==> src/common/qdl_pkg.sv <==
// shared constants for the quad converter serial load controller
package qdl_pkg;
  // ---------------------------------------------------------------
  // register map (axi4-lite byte addresses)
  // ---------------------------------------------------------------
  localparam logic [3:0] REG_DATA = 4'h0;
  localparam logic [3:0] REG_CTRL = 4'h4;
  localparam logic [3:0] REG_STAT = 4'h8;
  localparam logic [3:0] REG_DIV = 4'hC;
  // ---------------------------------------------------------------
  // field layout
  // ---------------------------------------------------------------
  localparam int WORD_BITS = 16;
  localparam int CODE_BITS = 12;
  localparam int CODE_LSB = 0;
  localparam int CHAN_LSB = 16;
  localparam int LOAD_BIT = 18;
  localparam int UPD_BIT = 19;
  localparam int CTRL_UPD = 0;
  localparam int CTRL_RST = 1;
  localparam int CTRL_RSEL = 2;
  localparam int CTRL_HOLD = 3;
  localparam int STAT_BUSY = 0;
  localparam logic [7:0] DIV_RESET = 8'h10;
  localparam logic [7:0] DIV_MIN = 8'h04;
  // ---------------------------------------------------------------
  // timing, ns and derived 200 MHz cycles (least times round up)
  // ---------------------------------------------------------------
  localparam int CLK_NS = 5;
  localparam int T_LD2_NS = 15;
  localparam int T_LD1_NS = 40;
  localparam int T_LDRW_NS = 45;
  localparam int T_LDDW_NS = 45;
  localparam int T_RSSH_NS = 25;
  localparam int T_RSTW_NS = 70;
  localparam int T_CSS_NS = 55;
  localparam int T_CSH_NS = 15;
  localparam int CYC_LD2 = (T_LD2_NS + CLK_NS - 1) / CLK_NS;
  localparam int CYC_LD1 = (T_LD1_NS + CLK_NS - 1) / CLK_NS;
  localparam int CYC_LDRW = (T_LDRW_NS + CLK_NS - 1) / CLK_NS;
  localparam int CYC_LDDW = (T_LDDW_NS + CLK_NS - 1) / CLK_NS;
  localparam int CYC_RSSH = (T_RSSH_NS + CLK_NS - 1) / CLK_NS;
  localparam int CYC_RSTW = (T_RSTW_NS + CLK_NS - 1) / CLK_NS;
  localparam int CYC_CSS = (T_CSS_NS + CLK_NS - 1) / CLK_NS;
  localparam int CYC_CSH = (T_CSH_NS + CLK_NS - 1) / CLK_NS;
  localparam int TMR_W = 8;
endpackage

==> src/verilog/qdl_clkdiv.sv <==
// serial clock rate divider producing one-cycle tick pulses
`timescale 1ns/1ps
module qdl_clkdiv import qdl_pkg::*; (
  input wire logic core_clk,
  input wire logic srst,
  input wire logic run,
  input wire logic [7:0] half_period,
  output logic tick
);
  logic [7:0] cnt_ff;
  // ---------------------------------------------------------------
  // counter restarts whenever idle so the first half phase is full
  // ---------------------------------------------------------------
  always_ff @(posedge core_clk) begin
    if (srst || !run) begin
      cnt_ff <= 8'h00;
      tick <= 1'b0;
    end else if (cnt_ff >= half_period - 8'h01) begin
      cnt_ff <= 8'h00;
      tick <= 1'b1;
    end else begin
      cnt_ff <= cnt_ff + 8'h01;
      tick <= 1'b0;
    end
  end
endmodule

==> src/verilog/qdl_host.sv <==
// axi4-lite controlled host driving the quad converter load pins
// Contract
// - each transfer is one 16-bit word
// - 12-bit code follows, msb first
// - update strobe falling moves all latches
// - raise chip select only with clock high
// - load strobe high while shifting
// - chip select high during strobe pulses
// - load strobe low 15 ns after last edge
// - load strobe high 40 ns before next word
// - select pin stable 25 ns before reset
`timescale 1ns/1ps
module qdl_host import qdl_pkg::*; (
  input wire logic core_clk,
  input wire logic srst,
  input wire logic s_axi_awvalid,
  output logic s_axi_awready,
  input wire logic [3:0] s_axi_awaddr,
  input wire logic s_axi_wvalid,
  output logic s_axi_wready,
  input wire logic [31:0] s_axi_wdata,
  input wire logic [3:0] s_axi_wstrb,
  output logic s_axi_bvalid,
  input wire logic s_axi_bready,
  output logic [1:0] s_axi_bresp,
  input wire logic s_axi_arvalid,
  output logic s_axi_arready,
  input wire logic [3:0] s_axi_araddr,
  output logic s_axi_rvalid,
  input wire logic s_axi_rready,
  output logic [31:0] s_axi_rdata,
  output logic [1:0] s_axi_rresp,
  output logic serial_in,
  output logic serial_clk,
  output logic chip_sel_n,
  output logic input_latch_strobe_n,
  output logic output_update_strobe_n,
  output logic dev_reset_n,
  output logic reset_value_select
);
  typedef enum logic [8:0] {
    ST_IDLE = 9'h001,
    ST_CSS = 9'h002,
    ST_LOW = 9'h004,
    ST_HIGH = 9'h008,
    ST_CSH = 9'h010,
    ST_LDGAP = 9'h020,
    ST_LOAD = 9'h040,
    ST_UPD = 9'h080,
    ST_RST = 9'h100
  } qdl_state_t;
  // ---------------------------------------------------------------
  // register state
  // ---------------------------------------------------------------
  qdl_state_t state_ff, nxt_state;
  logic [WORD_BITS-1:0] shift_ff;
  logic [4:0] bits_ff;
  logic [7:0] div_ff;
  logic hold_ff, rsel_ff;
  logic job_ff, job_load_ff, job_upd_ff, job_rst_ff;
  logic [WORD_BITS-1:0] job_word_ff;
  logic post_rst_ff;
  logic aw_ff, w_ff;
  logic [3:0] awaddr_ff;
  logic [31:0] wdata_ff;
  logic tick, tmr_load, tmr_done;
  logic [TMR_W-1:0] tmr_count;
  logic wr_go, busy;
  logic [31:0] rd_val;
  assign busy = (state_ff != ST_IDLE) || job_ff;
  // ---------------------------------------------------------------
  // write channel: address and data taken in either order
  // ---------------------------------------------------------------
  assign wr_go = aw_ff && w_ff && !s_axi_bvalid;
  always_ff @(posedge core_clk) begin
    if (srst) begin
      aw_ff <= 1'b0;
      awaddr_ff <= 4'h0;
      s_axi_awready <= 1'b0;
    end else if (s_axi_awvalid && s_axi_awready) begin
      aw_ff <= 1'b1;
      awaddr_ff <= s_axi_awaddr;
      s_axi_awready <= 1'b0;
    end else if (wr_go) begin
      aw_ff <= 1'b0;
    end else begin
      s_axi_awready <= !aw_ff && !s_axi_awready;
    end
  end
  always_ff @(posedge core_clk) begin
    if (srst) begin
      w_ff <= 1'b0;
      wdata_ff <= 32'h0000_0000;
      s_axi_wready <= 1'b0;
    end else if (s_axi_wvalid && s_axi_wready) begin
      w_ff <= 1'b1;
      wdata_ff <= s_axi_wdata;
      s_axi_wready <= 1'b0;
    end else if (wr_go) begin
      w_ff <= 1'b0;
    end else begin
      s_axi_wready <= !w_ff && !s_axi_wready;
    end
  end
  // response: slverr for a busy data or control write or unmapped address
  always_ff @(posedge core_clk) begin
    if (srst) begin
      s_axi_bvalid <= 1'b0;
      s_axi_bresp <= 2'h0;
    end else if (wr_go) begin
      s_axi_bvalid <= 1'b1;
      if (awaddr_ff == REG_DATA || awaddr_ff == REG_CTRL) begin
        s_axi_bresp <= busy ? 2'h2 : 2'h0;
      end else if (awaddr_ff == REG_DIV || awaddr_ff == REG_STAT) begin
        s_axi_bresp <= 2'h0;
      end else begin
        s_axi_bresp <= 2'h2;
      end
    end else if (s_axi_bready) begin
      s_axi_bvalid <= 1'b0;
    end
  end
  // ---------------------------------------------------------------
  // software registers and job capture
  // ---------------------------------------------------------------
  always_ff @(posedge core_clk) begin
    if (srst) begin
      div_ff <= DIV_RESET;
      hold_ff <= 1'b0;
      rsel_ff <= 1'b0;
    end else if (wr_go && awaddr_ff == REG_DIV && s_axi_wstrb[0]) begin
      div_ff <= (wdata_ff[7:0] < DIV_MIN) ? DIV_MIN : wdata_ff[7:0];
    end else if (wr_go && awaddr_ff == REG_CTRL && !busy &&
                 s_axi_wstrb[0]) begin
      hold_ff <= wdata_ff[CTRL_HOLD];
      rsel_ff <= wdata_ff[CTRL_RSEL];
    end
  end
  always_ff @(posedge core_clk) begin
    if (srst) begin
      job_ff <= 1'b0;
      job_load_ff <= 1'b0;
      job_upd_ff <= 1'b0;
      job_rst_ff <= 1'b0;
      job_word_ff <= '0;
    end else if (wr_go && !busy && awaddr_ff == REG_DATA) begin
      job_ff <= 1'b1;
      job_rst_ff <= 1'b0;
      job_load_ff <= wdata_ff[LOAD_BIT];
      job_upd_ff <= wdata_ff[UPD_BIT];
      // channel first, two zero spare bits, code msb first
      job_word_ff <= {wdata_ff[CHAN_LSB +: 2], 2'b00,
                      wdata_ff[CODE_LSB +: CODE_BITS]};
    end else if (wr_go && !busy && awaddr_ff == REG_CTRL) begin
      job_ff <= wdata_ff[CTRL_UPD] | wdata_ff[CTRL_RST];
      job_rst_ff <= wdata_ff[CTRL_RST];
      job_upd_ff <= wdata_ff[CTRL_UPD];
      job_load_ff <= 1'b0;
    end else if (state_ff == ST_IDLE && job_ff) begin
      job_ff <= 1'b0;
    end
  end
  // ---------------------------------------------------------------
  // read channel, one cycle from address to data
  // ---------------------------------------------------------------
  always_comb begin
    rd_val = 32'h0000_0000;
    case (s_axi_araddr)
      REG_CTRL: begin
        rd_val[CTRL_HOLD] = hold_ff;
        rd_val[CTRL_RSEL] = rsel_ff;
      end
      REG_STAT: rd_val[STAT_BUSY] = busy;
      REG_DIV: rd_val[7:0] = div_ff;
      default: rd_val = 32'h0000_0000;
    endcase
  end
  always_ff @(posedge core_clk) begin
    if (srst) begin
      s_axi_arready <= 1'b0;
      s_axi_rvalid <= 1'b0;
      s_axi_rdata <= 32'h0000_0000;
      s_axi_rresp <= 2'h0;
    end else if (s_axi_arvalid && s_axi_arready) begin
      s_axi_arready <= 1'b0;
      s_axi_rvalid <= 1'b1;
      s_axi_rdata <= rd_val;
      s_axi_rresp <= (s_axi_araddr == REG_DATA || s_axi_araddr == REG_CTRL
                      || s_axi_araddr == REG_STAT || s_axi_araddr == REG_DIV)
                     ? 2'h0 : 2'h2;
    end else if (s_axi_rvalid) begin
      if (s_axi_rready) begin
        s_axi_rvalid <= 1'b0;
      end
    end else begin
      s_axi_arready <= 1'b1;
    end
  end
  // ---------------------------------------------------------------
  // pin sequencer
  // ---------------------------------------------------------------
  qdl_clkdiv u_div (
    .core_clk(core_clk),
    .srst(srst),
    .run(state_ff == ST_LOW || state_ff == ST_HIGH),
    .half_period(div_ff),
    .tick(tick)
  );
  qdl_timer u_tmr (
    .core_clk(core_clk),
    .srst(srst),
    .load(tmr_load),
    .count(tmr_count),
    .done(tmr_done)
  );
  always_comb begin
    nxt_state = state_ff;
    tmr_load = 1'b0;
    tmr_count = '0;
    unique case (state_ff)
      ST_IDLE: begin
        if (job_ff && job_rst_ff) begin
          nxt_state = ST_RST;
          tmr_load = 1'b1;
          tmr_count = TMR_W'(CYC_RSSH);
        end else if (job_ff && job_load_ff) begin
          nxt_state = ST_CSS;
          tmr_load = 1'b1;
          tmr_count = TMR_W'(CYC_CSS);
        end else if (job_ff && job_upd_ff) begin
          nxt_state = ST_UPD;
          tmr_load = 1'b1;
          tmr_count = TMR_W'(CYC_LDDW);
        end
      end
      ST_CSS: if (tmr_done) nxt_state = ST_LOW;
      ST_LOW: if (tick) nxt_state = ST_HIGH;
      ST_HIGH: begin
        if (tick && bits_ff == 5'd1) begin
          nxt_state = ST_CSH;
          tmr_load = 1'b1;
          tmr_count = TMR_W'(CYC_CSH);
        end else if (tick) begin
          nxt_state = ST_LOW;
        end
      end
      ST_CSH: begin
        if (tmr_done) begin
          nxt_state = ST_LDGAP;
          tmr_load = 1'b1;
          tmr_count = TMR_W'(CYC_LD2);
        end
      end
      ST_LDGAP: begin
        if (tmr_done) begin
          nxt_state = ST_LOAD;
          tmr_load = 1'b1;
          tmr_count = TMR_W'(CYC_LDRW);
        end
      end
      ST_LOAD: begin
        if (tmr_done) begin
          nxt_state = ST_LDGAP;
          tmr_load = 1'b1;
          tmr_count = TMR_W'(CYC_LD1);
        end
      end
      ST_UPD: begin
        if (tmr_done) begin
          nxt_state = ST_IDLE;
        end
      end
      ST_RST: begin
        if (tmr_done && !post_rst_ff) begin
          nxt_state = ST_RST;
          tmr_load = 1'b1;
          tmr_count = TMR_W'(CYC_RSTW);
        end else if (tmr_done) begin
          nxt_state = ST_IDLE;
        end
      end
      default: nxt_state = ST_IDLE;
    endcase
    // second gap after load, with the 40 ns margin, leads to the update or ends the job
    if (state_ff == ST_LDGAP && tmr_done && post_rst_ff) begin
      nxt_state = job_upd_ff ? ST_UPD : ST_IDLE;
      tmr_load = job_upd_ff;
      tmr_count = TMR_W'(CYC_LDDW);
    end
  end
  always_ff @(posedge core_clk) begin
    if (srst) begin
      state_ff <= ST_IDLE;
    end else begin
      state_ff <= nxt_state;
    end
  end
  // phase marker: reused for reset hold phase and post-load gap
  always_ff @(posedge core_clk) begin
    if (srst || state_ff == ST_IDLE) begin
      post_rst_ff <= 1'b0;
    end else if ((state_ff == ST_RST || state_ff == ST_LOAD) && tmr_done) begin
      post_rst_ff <= 1'b1;
    end
  end
  // shift data: bits change at the falling half, device samples rising
  always_ff @(posedge core_clk) begin
    if (srst) begin
      shift_ff <= '0;
      bits_ff <= 5'd0;
      serial_in <= 1'b0;
    end else if (state_ff == ST_IDLE && job_ff && job_load_ff) begin
      shift_ff <= {job_word_ff[WORD_BITS-2:0], 1'b0};
      serial_in <= job_word_ff[WORD_BITS-1];
      bits_ff <= 5'(WORD_BITS);
    end else if (state_ff == ST_HIGH && tick && bits_ff != 5'd1) begin
      serial_in <= shift_ff[WORD_BITS-1];
      shift_ff <= {shift_ff[WORD_BITS-2:0], 1'b0};
      bits_ff <= bits_ff - 5'd1;
    end
  end
  // ---------------------------------------------------------------
  // pin drivers, all registered
  // ---------------------------------------------------------------
  always_ff @(posedge core_clk) begin
    if (srst) begin
      serial_clk <= 1'b1;
      chip_sel_n <= 1'b1;
    end else begin
      // clock idles high so chip select never rises on a low clock
      serial_clk <= (nxt_state != ST_LOW);
      chip_sel_n <= !(nxt_state == ST_CSS || nxt_state == ST_LOW ||
                      nxt_state == ST_HIGH);
    end
  end
  always_ff @(posedge core_clk) begin
    if (srst) begin
      input_latch_strobe_n <= 1'b1;
      output_update_strobe_n <= 1'b1;
      dev_reset_n <= 1'b1;
      reset_value_select <= 1'b0;
    end else begin
      // load strobe only outside shifting
      input_latch_strobe_n <= (nxt_state != ST_LOAD);
      // hold mode keeps outputs transparent to each load
      output_update_strobe_n <= !(nxt_state == ST_UPD || hold_ff);
      dev_reset_n <= !(state_ff == ST_RST && nxt_state == ST_RST &&
                       (post_rst_ff || tmr_done));
      reset_value_select <= rsel_ff;
    end
  end
endmodule

==> src/verilog/qdl_timer.sv <==
// one-shot down counter for minimum pin phase times
`timescale 1ns/1ps
module qdl_timer import qdl_pkg::*; (
  input wire logic core_clk,
  input wire logic srst,
  input wire logic load,
  input wire logic [TMR_W-1:0] count,
  output logic done
);
  logic [TMR_W-1:0] cnt_ff;
  // ---------------------------------------------------------------
  // done is high once count cycles have passed since load
  // ---------------------------------------------------------------
  always_ff @(posedge core_clk) begin
    if (srst) begin
      cnt_ff <= '0;
    end else if (load) begin
      cnt_ff <= count;
    end else if (cnt_ff != '0) begin
      cnt_ff <= cnt_ff - {{(TMR_W-1){1'b0}}, 1'b1};
    end
  end
  // no load term: the sequencer reloads on done, so one would loop
  assign done = (cnt_ff == '0);
endmodule
==> config.mk <==
export PLATFORM = sky130hd
export DESIGN_NAME = qdl_host
export DESIGN_NICKNAME = d
export VERILOG_FILES = /design/src/common/qdl_pkg.sv /design/src/verilog/qdl_clkdiv.sv /design/src/verilog/qdl_host.sv /design/src/verilog/qdl_timer.sv
export SDC_FILE = /design/constraint.sdc
export NUM_CORES = 1
export LEC_CHECK = 0
export BUFFER_PORTS_ARGS = -buffer_cell sky130_fd_sc_hd__buf_2
export CORE_MARGIN = 4
export CORE_UTILIZATION = 56
export CTS_CLUSTER_DIAMETER = 100
export DETAILED_ROUTE_END_ITERATION = 8
export PLACE_DENSITY = 0.78
export SLEW_MARGIN = 15
export SYNTH_ARGS = -nofsm -noshare
export SYNTH_HDL_FRONTEND = slang
export SYNTH_SLANG_ARGS = --single-unit
==> constraint.sdc <==
create_clock -name core_clk -period 2.9 [get_ports core_clk]
set_input_delay 0.145 -clock core_clk [delete_from_list [all_inputs] [get_ports core_clk]]
set_output_delay 0.145 -clock core_clk [all_outputs]
set_load 0.02 [all_outputs]
==> results of run 1 <==
-- state kept, by name (all words and copies together), names as in the netlist, 4 cells and up --
register / cells
awaddr_ff: 4
bits_ff: 5
div_ff: 8
job_word_ff: 14
s_axi_rdata: 8
shift_ff: 15
state_ff: 9
u_div.cnt_ff: 8
u_tmr.cnt_ff: 8
wdata_ff: 16
-- routing by layer --
metal | vias to the layer above | GRT usage | share of wire
li1 | 2543 | - | -
met1 | 2438 | 0.305 | 0.42
met2 | 207 | 0.423 | 0.49
met3 | 36 | 0.0574 | 0.059
met4 | 0 | 0.102 | 0.026
met5 | - | 0 | 0
-- worst max-delay path, stage by stage (launching register included) --
cell and delay (ns):
sky130_fd_sc_hd__dfxtp_1 0.31, sky130_fd_sc_hd__or4_1 0.66, sky130_fd_sc_hd__or3_1 0.51, sky130_fd_sc_hd__or4_4 0.57, sky130_fd_sc_hd__nor2_8 0.27, sky130_fd_sc_hd__nand2_1 0.10, sky130_fd_sc_hd__a21oi_1 0.13
-- power by group --
group | switching (mW) | internal [mW] | total [mW] | leakage, nW
logic | 0.369 | 0.250 | 0.619 | 1.53
registers | 0.0737 | 1.70 | 1.78 | 0.963
clock network | 0.805 | 1.16 | 1.96 | 0.265
-- kinds of logic (layout without fill, tap and decap cells) --
| logic type | count (synthesis) | after routing | synth area share |
|---|---|---|---|
| simple gates | 286 | 286 | 0.243 |
| compound gates | 153 | 153 | 0.171 |
| flops | 119 | 119 | 0.418 |
| buf+inv | 82 | 154 | 0.0746 |
| xor+xnor | 26 | 26 | 0.0399 |
| fa+ha+maj | 14 | 14 | 0.0307 |
| mux | 13 | 13 | 0.0228 |
| other cells | 1 | 26 | 0.000658 |
-- worst paths after layout --
check,cells after the start,to,from,slack (ns)
worst max-delay path,6,job_word_ff[0],state_ff[5],0.28
worst min register to register,2,shift_ff[1],job_word_ff[0],0.45
worst min-delay path,3,aw_ff,s_axi_awvalid,0.07
worst max register to register,6,job_word_ff[0],state_ff[5],0.28
-- timing repair --
| item | in CTS | in global routing |
|---|---|---|
| resized for setup | 0 | 0 |
| buffers inserted | 0 | 0 |
| endpoints found under the setup margin | 0 | 0 |
| hold buffers | 31 | 0 |
| hold endpoints to repair | 25 | 0 |
-- cells in the mapped netlist (5+ instances only) --
cell / number
sky130_fd_sc_hd__a211oi_1: 5
sky130_fd_sc_hd__a21oi_1: 68
sky130_fd_sc_hd__a21oi_2: 10
sky130_fd_sc_hd__a22oi_1: 16
sky130_fd_sc_hd__a31oi_1: 6
sky130_fd_sc_hd__buf_4: 26
sky130_fd_sc_hd__clkbuf_1: 33
sky130_fd_sc_hd__dfxtp_1: 119
sky130_fd_sc_hd__ha_1: 14
sky130_fd_sc_hd__inv_1: 17
sky130_fd_sc_hd__mux2i_1: 13
sky130_fd_sc_hd__nand2_1: 99
sky130_fd_sc_hd__nand2_2: 10
sky130_fd_sc_hd__nand2b_1: 7
sky130_fd_sc_hd__nand3_1: 20
sky130_fd_sc_hd__nor2_1: 73
sky130_fd_sc_hd__nor3_1: 29
sky130_fd_sc_hd__nor4_1: 6
sky130_fd_sc_hd__o21ai_0: 14
sky130_fd_sc_hd__o31ai_1: 5
sky130_fd_sc_hd__or4_1: 7
sky130_fd_sc_hd__xnor2_1: 14
sky130_fd_sc_hd__xor2_1: 12
-- stage by stage --
stage | area (sq um) | hold WS, ns
floorplan | 5790 | 0.281
global placement | 6020 | 0.387
detailed placement | 6020 | 0.391
CTS | 6890 | 0.0249
global route | 6890 | 0.0697
finish | 6890 | 0.0747
-- layout make-up --
type	count	area, sq um	area share
clock buffer	18	418	0.0606
sequential	119	2380	0.346
clock inverter	14	139	0.0202
inverter	17	63.8	0.00926
multi-input combinational	518	2990	0.433
tap	133	166	0.0241
timing repair buffer	105	736	0.107
==> results list, run 1 <==
- TritonCTS built the clock tree.
- RD Place Congestion: 0.910
- Warnings, synthesis: 0
* Max-cap check violation count: 0
- The synthesized design contains 0 enable-type register cells.
- Synth cell types: 64
- The first global-routing pass estimated around 24000 um of wire.
* Register bit count reported by yosys: 119
* Sum Neg Setup Slack: 0 ns
* Layout Nets: 843
- The finished layout holds 924 standard cells, fillers aside.
- Setup repair after global routing missed its margin: no
- The share of synthesized area in the top cell type comes to 0.418.
* Worst Clk Skew: 0.0102 ns
- Overall power consumption after layout is estimated at 4.36 mW.
- Setup violations remaining at the end of the flow were counted as 0.
- In the post-synthesis netlist, the biggest area contributors are sky130_fd_sc_hd__dfxtp_1 (42%), sky130_fd_sc_hd__nand2_1 (6.5%), sky130_fd_sc_hd__a21oi_1 (6.0%).
- In this run the tightest slew margin relative to its limit is 0.344.
- The number of antenna violations at the first check in global routing was 0.
- Top fanout value on the critical path: 14
- The wire-length estimate of the detail-placed layout is 8940 um.
- Place WS: 0.293 ns
- Floorplan row count: 36
- Fraction of registers with async set or reset after synthesis: 0
- Crit share post-route: 0.902
* Setup ws final: 0.284 ns
- Counting along the longest clock path gives a buffer depth of 2.
* Filler cell count: 754
* Number of antenna-violating nets in the routed design: 0
* Setup Crit Path Kind: register to register
- Once placement completed, the tool counted placed cells totaling about 860.
* Critical path required time: 3.33 ns
- Top library cells by usage in the layout, fill and taps aside: sky130_fd_sc_hd__dfxtp_1 (119), sky130_fd_sc_hd__nand2_1 (99), sky130_fd_sc_hd__nor2_1 (73)
- The pre-antenna-repair detailed-routing pass consisted of 5 iterations.
* Total vias in the final route: between 5k and 6k
- Measured along the y axis, the die boundary spans 109 um.
- Area of the die: 11900 sq um
- Count of buffers from port buffering: 53
* Pwr/cell area: 632 nW/um^2
* Worst Setup Start Kind: register
- Crit path time final: 2.62 ns
* Overflow left after global routing: 0
- Data arrives at the worst endpoint at 3.05 ns.
- The share of the Yosys chip area taken by registers is 0.418.
- After detailed routing, the number of remaining DRC violations is 0.
- The later pin in the worst-skew pair is clocked with a latency of between 0.5 and 0.6 ns.
- CTS Root Cell: sky130_fd_sc_hd__clkbuf_8
* Cell leakage power: 2.76 nW
- Summed over all layers, the routed wires come to 14000 um.
* Area growth, synth to finish: 20.9%
* Area of the core: a little under 10000 sq um
- Aggregate global-route resource usage: 0.249
- Worst-path clk slew: around 0.060 ns
* Most common cell after layout, fill and taps aside: sky130_fd_sc_hd__dfxtp_1
- Post-synthesis instance area: 5700 sq um
* Ports placed on the boundary: between 90 and 100
- Starting utilization of the core area: 0.578
* Routed len/inst: 15.2 um
* HP Class: input port to register
- The count of final hold-check violations is 0.
- CTS H-tree depth: 4
* Highest attainable clock frequency: 382 MHz
* CTS buffer count: 17
- Measured slew at the worst slew-check pin: 0.969 ns
- Largest area contributor in the synthesized netlist: sky130_fd_sc_hd__dfxtp_1
* Synthesized area divided by synthesized cell count: 8.21 sq um
* Clock net sink count: 119
- For this block, the initial DRC count from the detailed router was 350.
* Post-detailed-route via-to-cell ratio: around 5.7
- The cell count after synthesis came out at slightly below 700.
- Result of the run: completed
* Final core utilization: 0.699
- In the final layout, the share of cells above drive strength 1 is 0.173.
- The number of antenna diodes in the final layout is 0.
- Dominant register cell in the synthesized netlist: sky130_fd_sc_hd__dfxtp_1
* Horiz. Die Dim: around 110 um
- The number of global-route vias before repair was 5084.
* Largest net degree at the start of global routing: 61
- Worst IR drop on VDD: 371 uV
- Total count of max-transition violations in the final report: 0
- STA classifies the critical path endpoint as a register.
Note: power is estimated with default switching activity, not from simulation.
==> run 2, diff against run 1 <==
--- a/config.mk
+++ b/config.mk
@@ -7,10 +7,10 @@
 export LEC_CHECK = 0
 export BUFFER_PORTS_ARGS = -buffer_cell sky130_fd_sc_hd__buf_2
 export CORE_MARGIN = 4
-export CORE_UTILIZATION = 56
+export CORE_UTILIZATION = 40
 export CTS_CLUSTER_DIAMETER = 100
 export DETAILED_ROUTE_END_ITERATION = 8
-export PLACE_DENSITY = 0.78
+export PLACE_DENSITY = 0.58
 export SLEW_MARGIN = 15
 export SYNTH_ARGS = -nofsm -noshare
 export SYNTH_HDL_FRONTEND = slang
==> run 2 against run 1 <==
Maximum frequency is 0.69% lower. Largest cell class unchanged. First-iteration DRC count is 13% lower. Sequential power hardly changed.
==> results list, run 2 (synthesized netlist as in run 1, its figures left out) <==
- The post-detailed-route via-to-cell ratio was 5.14 (-9.0%).
- Worst IR drop on VDD: 364 uV (-1.8%)
- Number of antenna-violating nets in the routed design: 0 (unchanged)
- The flow ran to the end, and the final reports show no timing, DRC or antenna violations.
- The clock transition time at the flip-flop clock pins of the worst setup and hold paths came to 0.05 ns (about the same).
* Count of buffers from port buffering: 53 (unchanged)
- The clock insertion delay at the later pin of the skew report is 0.41 ns (-0.10 ns).
* Total wirelength of the detailed-routed design: 13500 um (-4.1%)
* Aggregate global-route resource usage: 0.174 (-0.0757)
- The clock period minus worst slack was 2.63 ns (+0.0181 ns).
- The required time at the worst-slack endpoint was 3.15 ns (-0.18 ns).
- The critical path goes through nor2_1, nand3_1, nor4_1, xnor2_1, ha_1, o211ai_1, o311ai_1, nor2_1.
* CTS buffer count: 17 (unchanged)
- The power density over cell area was 655 nW/um^2 (+3.6%).
- Setup repair after global routing left no endpoint under its margin.
* Placed cell areas: 6070 sq um (+0.73%)
- The biggest cell delay along the critical path was 0.90 ns (+0.24 ns).
* CTS tree: built
- Routed len/inst: 14.1 um (-7.5%)
- Maximum buffer depth of the clock tree: 2 (unchanged)
- Sum of net half-perimeters after detailed placement: 9480 um (+6.0%)
- Max FFs per register: 16 (unchanged)
* Max-cap check violation count: 0 (unchanged)
- Instance count after placement with tap cells included: 906 (+5.2%)
- RD Place Congestion: 0.876 (-3.7%)
- Antenna violations before repair: 0 (unchanged)
- The post-detailed-route DRC marker count came to 0 (unchanged).
* Worst rel slew slack: 0.299 (-0.0443)
- The tightest min-delay check is of the input port to register type.
- Leading registers by flop count: wdata_ff (16), shift_ff (15), job_word_ff (14)
- Largest net degree at the start of global routing: 69 (+13%)
- Area of the die: 16200 sq um (+37%)
- Cell leakage power: 2.72 nW (-1.1%)
- The final clock period utilization by the worst path came to 0.908 (+0.00626).
- The die width is 127 um (+17%).
- The count of pins on the block boundary is 99 (unchanged).
- The peak clock frequency supported by timing is 380 MHz (-0.69%).
- Final setup violating endpoints: 0 (unchanged)
* Area of the core: 13900 sq um (+41%)
- STA classifies the critical path endpoint as a register.
- The count of final hold-check violations is 0 (unchanged).
- Starting utilization of the core area: 0.409 (-0.169)
- The die extent in y was 127 um (+17%).
* Total count of max-transition violations in the final report: 0 (unchanged)
- Number of iterations in the first detailed-routing pass: 4 (-1)
* Measured slew at the worst slew-check pin: 1.03 ns (+0.0655 ns)
- Post_cts resized: 0 (unchanged)
- The cell that appears most often on the critical path is sky130_fd_sc_hd__nor2_1.
- Arr. time, crit path: 2.89 ns (-0.16 ns)
* Layout Nets: 830 (-1.5%)
* Iteration-0 DRC Markers: 305 (-13%)
- Power after layout: 4.50 mW (+3.3%)
* Post-CTS Setup Repair Bufs: 0 (unchanged)
- Most common cell after layout, fill and taps aside: sky130_fd_sc_hd__dfxtp_1
* Total vias in the final route: 4927 (-5.7%)
- Worst Setup Start Kind: register
* Top library cells by usage in the layout, fill and taps aside: sky130_fd_sc_hd__dfxtp_1 (119), sky130_fd_sc_hd__nand2_1 (99), sky130_fd_sc_hd__nor2_1 (73)
* CTS H-tree depth: 4 (unchanged)
- Overflow left after global routing: 0 (unchanged)
- The number of placement rows is 43 (+19%).
- Clock net sink count: 119 (unchanged)
* Final instance count without filler cells: 958 (+3.7%)
- Crit-path leading delay family: compound AO/OA/AOI/OAI gates
- The number of global-route vias before repair was 4810 (-5.4%).
- Ranked by flip-flop count, first place goes to wdata_ff.
* Crit path max-delay cell type: sky130_fd_sc_hd__o311ai_1
- The tree is rooted in a sky130_fd_sc_hd__clkbuf_16.
* Worst Clk Skew: 0.00782 ns (-0.00240 ns)
- The global-route wire length before repair came to 23000 um (-2.8%).
- Compared with the post-synthesis result, the final layout area differs by 20.6%.
- The maximum fanout along the worst path is 8 (-6).
* Antenna cells: 0 (unchanged)
- Setup Crit Path Kind: register to register
- Sum Neg Setup Slack: 0 ns (unchanged)
- Number of buffer and inverter instances along the worst setup path: 0 (unchanged)
- Fin area: 6880 sq um (-0.22%)
- Share of final-layout standard cells stronger than drive strength 1: 0.172 (-0.000962)
-- run 2: cell types whose count changed in the layout (fill, tap and decap cells not counted), sizes merged --
cell,before,now
clkinvlp,3,4
buf,74,72
dlygate4sd3,31,20
clkbuf,18,21
inv,24,18
bufinv,1,3
-- run 2: per-layer routing --
metal  routed length (um)  vias up  track usage  part of all wire
met5                    0        -            0                 0
met4                  348        0       0.0820             0.026
met3                  554       26       0.0414             0.041
met2                 6300      103        0.282              0.47
met1                 6260     2286        0.218              0.47
li1                     -     2512            -                 -
-- run 2: cell type report --
| type | instances | area (sq um) |
|---|---|---|
| well taps | 180 | 225 |
| multi-input cells | 518 | 2990 |
| clock inverters | 11 | 148 |
| clock buffers | 21 | 460 |
| fillers | 1348 | 7060 |
| repair buffers | 92 | 611 |
| flip-flops and latches | 119 | 2380 |
| inverters | 17 | 63.8 |
-- run 2: repair_timing --
| action | CTS | global route |
|---|---|---|
| hold endpoints to repair | 20 | 0 |
| setup endpoints to repair | 0 | 0 |
| hold buffers | 20 | 0 |
-- run 2: where the power goes --
part	switching, mW	internal (mW)
Sequential	0.0716	1.71
Combinational	0.353	0.228
Clock	0.751	1.40
Total	1.18	3.33
-- run 2: metrics by stage --
step | hold WS, ns | worst slack [ns] | utilization
finish | 0.0204 | 0.265 | 0.493
global route | 0.00730 | 0.0583 | 0.493
CTS | 0.00142 | 0.248 | 0.493
detailed placement | 0.393 | 0.263 | 0.435
global placement | 0.392 | 0.337 | 0.435
floorplan | 0.281 | 0.409 | -
-- run 2: final timing paths --
path                         from               to  slack [ns]  cells past startpoint
setup / recovery        div_ff[2]  u_div.cnt_ff[5]        0.27                      8
setup reg to reg        div_ff[2]  u_div.cnt_ff[5]        0.27                      8
hold reg to reg      shift_ff[12]     shift_ff[13]        0.45                      2
hold / removal    s_axi_wdata[19]     wdata_ff[19]        0.02                      3
-- run 2: worst reg2reg max path: stages, from the launching register on --
cell,delay [ns]
sky130_fd_sc_hd__dfxtp_1,0.35
sky130_fd_sc_hd__nor2_1,0.15
sky130_fd_sc_hd__nand3_1,0.11
sky130_fd_sc_hd__nor4_1,0.30
sky130_fd_sc_hd__xnor2_1,0.14
sky130_fd_sc_hd__ha_1,0.31
sky130_fd_sc_hd__o211ai_1,0.11
sky130_fd_sc_hd__o311ai_1,0.90
sky130_fd_sc_hd__nor2_1,0.11
==> run 3, diff against run 2 <==
--- a/config.mk
+++ b/config.mk
@@ -5,6 +5,7 @@
 export SDC_FILE = /design/constraint.sdc
 export NUM_CORES = 1
 export LEC_CHECK = 0
+export ABC_AREA = 1
 export BUFFER_PORTS_ARGS = -buffer_cell sky130_fd_sc_hd__buf_2
 export CORE_MARGIN = 4
 export CORE_UTILIZATION = 40
==> run 3 against run 2 <==
Combinational power increased by 28%. Worst hold slack got worse by 0.0041 ns. Critical path depth rose by 4. Register-to-register slack better by 0.20 ns. Sequential share of layout area up 0.62 points. Count of clock-buffer cells in the layout is 1 higher. Die area shrank 0.74%. Largest cell class unchanged. Setup slack better by 0.20 ns. Synthesized cell count increased by 9.8%. Maximum frequency up 8.0%. Via count up 3.8%. Power increased by 6.9%.
==> results list, run 3 <==
- The clock sink count was 119 (unchanged).
- Sw Share: 0.264 (+0.00272)
* Aggregate global-route resource usage: 0.173 (-0.000982)
- The clock group share of total power came to 0.471 (-0.006).
* CTS Root Cell: sky130_fd_sc_hd__clkbuf_16
- The maximum fanout along the worst path was 8 (unchanged).
- The flop-to-flop setup slack is 0.46 ns (+0.20 ns).
- Post-detailed-route via-to-cell ratio: 5.01 (-2.5%)
* Measured slew at the worst slew-check pin: 0.592 ns (-0.443 ns)
- Setup repair after global routing left no endpoint under its margin.
- The count of pins on the block boundary is 99 (unchanged).
- Worst IR drop on VDD: 439 uV (+21%)
- Total wirelength of the detailed-routed design: 13500 um (+0.27%)
- Crit share post-route: 0.841 (-0.0674)
- Comb power frac: 0.155 (+0.026)
- The routability-driven placement congestion ratio came to 0.870 (-0.65%).
- Total vias in the final route: 5115 (+3.8%)
- M1 GR Usage: 0.228 (+0.0106)
* Worst-path clk slew: 0.05 ns (about the same)
- Wire length of the first global-routing pass: 22700 um (-1.3%)
* Register with the most flip-flops: wdata_ff
- The post-detailed-route DRC marker count came to 0 (unchanged).
- The final setup violation count was 0 (unchanged).
* Most frequently used cell type in the post-synthesis netlist: sky130_fd_sc_hd__nand2_1
- Largest area contributor in the synthesized netlist: sky130_fd_sc_hd__dfxtp_1
* Area of the die: 16100 sq um (-0.74%)
- The count of final hold-check violations came to 0 (unchanged).
* Antenna cells: 0 (unchanged)
* Post-CTS Setup Repair Bufs: 0 (unchanged)
- Overall die height: 127 um (-0.37%)
- The required time at the worst-slack endpoint came to 3.23 ns (+0.08 ns).
- In this run the worst setup path terminates at u_div.cnt_ff[4].
- The number of detailed-routing iterations run before antenna repair is 7 (+3).
- Warnings, synthesis: 0 (unchanged)
* Worst r2r path cells: 12 (+4)
- Number of antenna-violating nets in the routed design: 0 (unchanged)
- Total internal power: 3.55 mW (+6.5%)
- The count of flip-flops with a built-in enable after synthesis is 0 (unchanged).
* Relative contribution of sequential cells to total power: 0.375 (-0.019)
* Worst rel slew slack: 0.604 (+0.305)
* Count of buffers from port buffering: 53 (unchanged)
* Synthesized area divided by synthesized cell count: 7.42 sq um (-9.6%)
- The number of nets in the final layout is 894 (+7.7%).
- CTS buffer count: 17 (unchanged)
* HP Class: input port to register
- Met2 usage in global routing: 0.275 (-0.00723)
- List of most frequent post-synthesis cells: sky130_fd_sc_hd__nand2_1 (135), sky130_fd_sc_hd__dfxtp_1 (119), sky130_fd_sc_hd__nor2_1 (97)
* Sum Neg Setup Slack: 0 ns (unchanged)
- Pwr/cell area: 713 nW/um^2 (+8.8%)
* GR met3 Demand/Resource: 0.0438 (+0.00240)
- The first-iteration detailed-routing DRC count is 442 (+45%).
- The final global-route overflow total is 0 (unchanged).
* Fraction of registers with async set or reset after synthesis: 0 (unchanged)
- CTS tree: built
- Dominant register cell in the synthesized netlist: sky130_fd_sc_hd__dfxtp_1
- Worst Clk Skew: 0.00986 ns (+0.00204 ns)
- STA classifies the critical path endpoint as a register.
- Floorplan row count: 43 (unchanged)
- Gr busiest metal: met2
- The clock period minus worst slack came to 2.44 ns (-0.196 ns).
* Area growth, synth to finish: 19.5%
- After synthesis, the cell types taking the most area are sky130_fd_sc_hd__dfxtp_1 (42%), sky130_fd_sc_hd__nand2_1 (9.0%), sky130_fd_sc_hd__nor2_1 (6.4%).
- Setup ws final: 0.461 ns (+0.196 ns)
* Switching power of the nets: 1.27 mW (+8.1%)
- Sum of net half-perimeters after detailed placement: 9850 um (+3.9%)
- Worst Setup Start Kind: register
* Max-cap check violation count: 0 (unchanged)
- The number of flip-flops in the largest register came to 16 (unchanged).
- The share of the synthesized area in the top cell type is 0.421 (+0.00333).
* Seq/Total Area, Yosys: 0.421 (+0.00333)
- Share of final-layout standard cells stronger than drive strength 1: 0.139 (-0.0330)
- The number of antenna violations at the first check in global routing is 0 (unchanged).
- Horiz. Die Dim: 127 um (-0.37%)
- The clock insertion delay at the later pin of the skew report was 0.41 ns (about the same).
- Startpoint of the worst-slack reg-to-reg timing path: div_ff[0]
* Power after layout: 4.82 mW (+6.9%)
- The count of pins over their slew limit was 0 (unchanged).
* Register bit count reported by yosys: 119 (unchanged)
- Highest attainable clock frequency: 410 MHz (+8.0%)
- Worst hold slack: 0.0163 ns (-0.00410 ns)
* Cell leakage power: 2.93 nW (+7.5%)
- End of the worst register-to-register path: u_div.cnt_ff[4]
* Largest net degree at the start of global routing: 56 (-19%)
- Result of the run: completed
* Post-Synthesis Cells: 762 (+9.8%)
- The library cell used most frequently in the layout, excluding fill and tap cells, is sky130_fd_sc_hd__nand2_1.
* Area of the core: 13900 sq um (-0.39%)
- The critical path in this run is classified as register to register.
* Maximum buffer depth of the clock tree: 2 (unchanged)
* Setup crit start: div_ff[0]
- The initial core utilization was 0.407 (-0.00166).
- The average routed wire per standard cell is 13.2 um (-5.8%).
- Area used by sequential logic in the layout: 2380 sq um (unchanged)
- Post-synthesis instance area: 5660 sq um (-0.79%)
* Arr. time, crit path: 2.77 ns (-0.12 ns)
* Vias in the first global route: 4797 (-0.27%)
* Synth cell types: 45 (-30%)
* Top library cells by usage in the layout, fill and taps aside: sky130_fd_sc_hd__nand2_1 (135), sky130_fd_sc_hd__dfxtp_1 (119), sky130_fd_sc_hd__nor2_1 (97)
- The H-tree depth was 4 (unchanged).
- The area of combinational cells with multiple inputs was 2760 sq um (-7.5%).
* Place WS: 0.491 ns (+0.229 ns)
* Leading registers by flop count: wdata_ff (16), shift_ff (15), job_word_ff (14)
- The fraction of the core area covered by cells at the end of the flow is 0.487 (-0.00674).
* Filler cell count: 1370 (+1.6%)
-- run 3: area by class of cell --
cell class,instances,area share
clock buffers,22,0.0687
clock inverters,8,0.0254
inverters,82,0.0459
multi-input cells,537,0.409
flip-flops and latches,119,0.353
well taps,180,0.0333
repair buffers,72,0.0652
-- run 3: critical path, stage by stage, from the launching register on --
cell	delay, ns
sky130_fd_sc_hd__dfxtp_1	0.31
sky130_fd_sc_hd__inv_1	0.15
sky130_fd_sc_hd__ha_1	0.21
sky130_fd_sc_hd__nand3_1	0.12
sky130_fd_sc_hd__nor3_1	0.18
sky130_fd_sc_hd__xor2_1	0.18
sky130_fd_sc_hd__ha_1	0.25
sky130_fd_sc_hd__nand2_1	0.08
sky130_fd_sc_hd__nor2_1	0.06
sky130_fd_sc_hd__nand4_1	0.08
sky130_fd_sc_hd__o2111ai_1	0.13
sky130_fd_sc_hd__nand3b_1	0.35
sky130_fd_sc_hd__nor3b_1	0.24
-- run 3: power groups by stage --
| stage | clock, mW | sequential [mW] | combinational (mW) |
|---|---|---|---|
| after global placement | 0 | 1.83 | 0.712 |
| after floorplan | 0 | 1.84 | 0.569 |
| after detailed placement | 0 | 1.84 | 0.715 |
| final | 2.27 | 1.80 | 0.745 |
| after global routing | 2.39 | 1.82 | 0.837 |
| after CTS | 2.31 | 1.80 | 0.742 |
-- run 3: repair_timing --
action                    4_1_cts  5_1_grt
hold buffers                   13        0
hold endpoints to repair       13        0
resized for setup               0        0
-- run 3: per-layer routing --
layer / up-vias / wire [um] / part of all wire
li1: 2609 / - / -
met1: 2336 / 6410 / 0.47
met2: 158 / 6140 / 0.45
met3: 12 / 806 / 0.060
met4: 0 / 146 / 0.011
met5: - / 0 / 0
-- run 3: per-stage QoR --
| stage | instances | instance area (sq um) |
|---|---|---|
| floorplan | 787 | 5750 |
| global placement | 977 | 5990 |
| detailed placement | 977 | 5990 |
| CTS | 1020 | 6760 |
| global route | 1020 | 6760 |
| finish | 1020 | 6760 |
-- run 3: cell families after synthesis --
logic type,after synthesis,synth area share
and+or+nand+nor,330,0.268
AOI/OAI and AO/OA,152,0.149
buffers and inverters,131,0.107
DFF,119,0.421
xor gates and xnor gates,15,0.0232
adders and majority gates,14,0.0310
other,1,0.000663
-- run 3: worst min-delay path by stage --
| stage | cells after the start | slack [ns] | endpoint | startpoint |
|---|---|---|---|---|
| after detailed placement | 3 | 0.40 | wdata_ff[1] | s_axi_wdata[1] |
| after global routing | 3 | 0.03 | wdata_ff[5] | s_axi_wdata[5] |
| after CTS | 3 | 0.004 | wdata_ff[5] | s_axi_wdata[5] |
| after floorplan | 3 | 0.30 | s_axi_rvalid | s_axi_rready |
| after global placement | 4 | 0.39 | s_axi_rvalid | s_axi_rready |
| final | 3 | 0.02 | wdata_ff[5] | s_axi_wdata[5] |
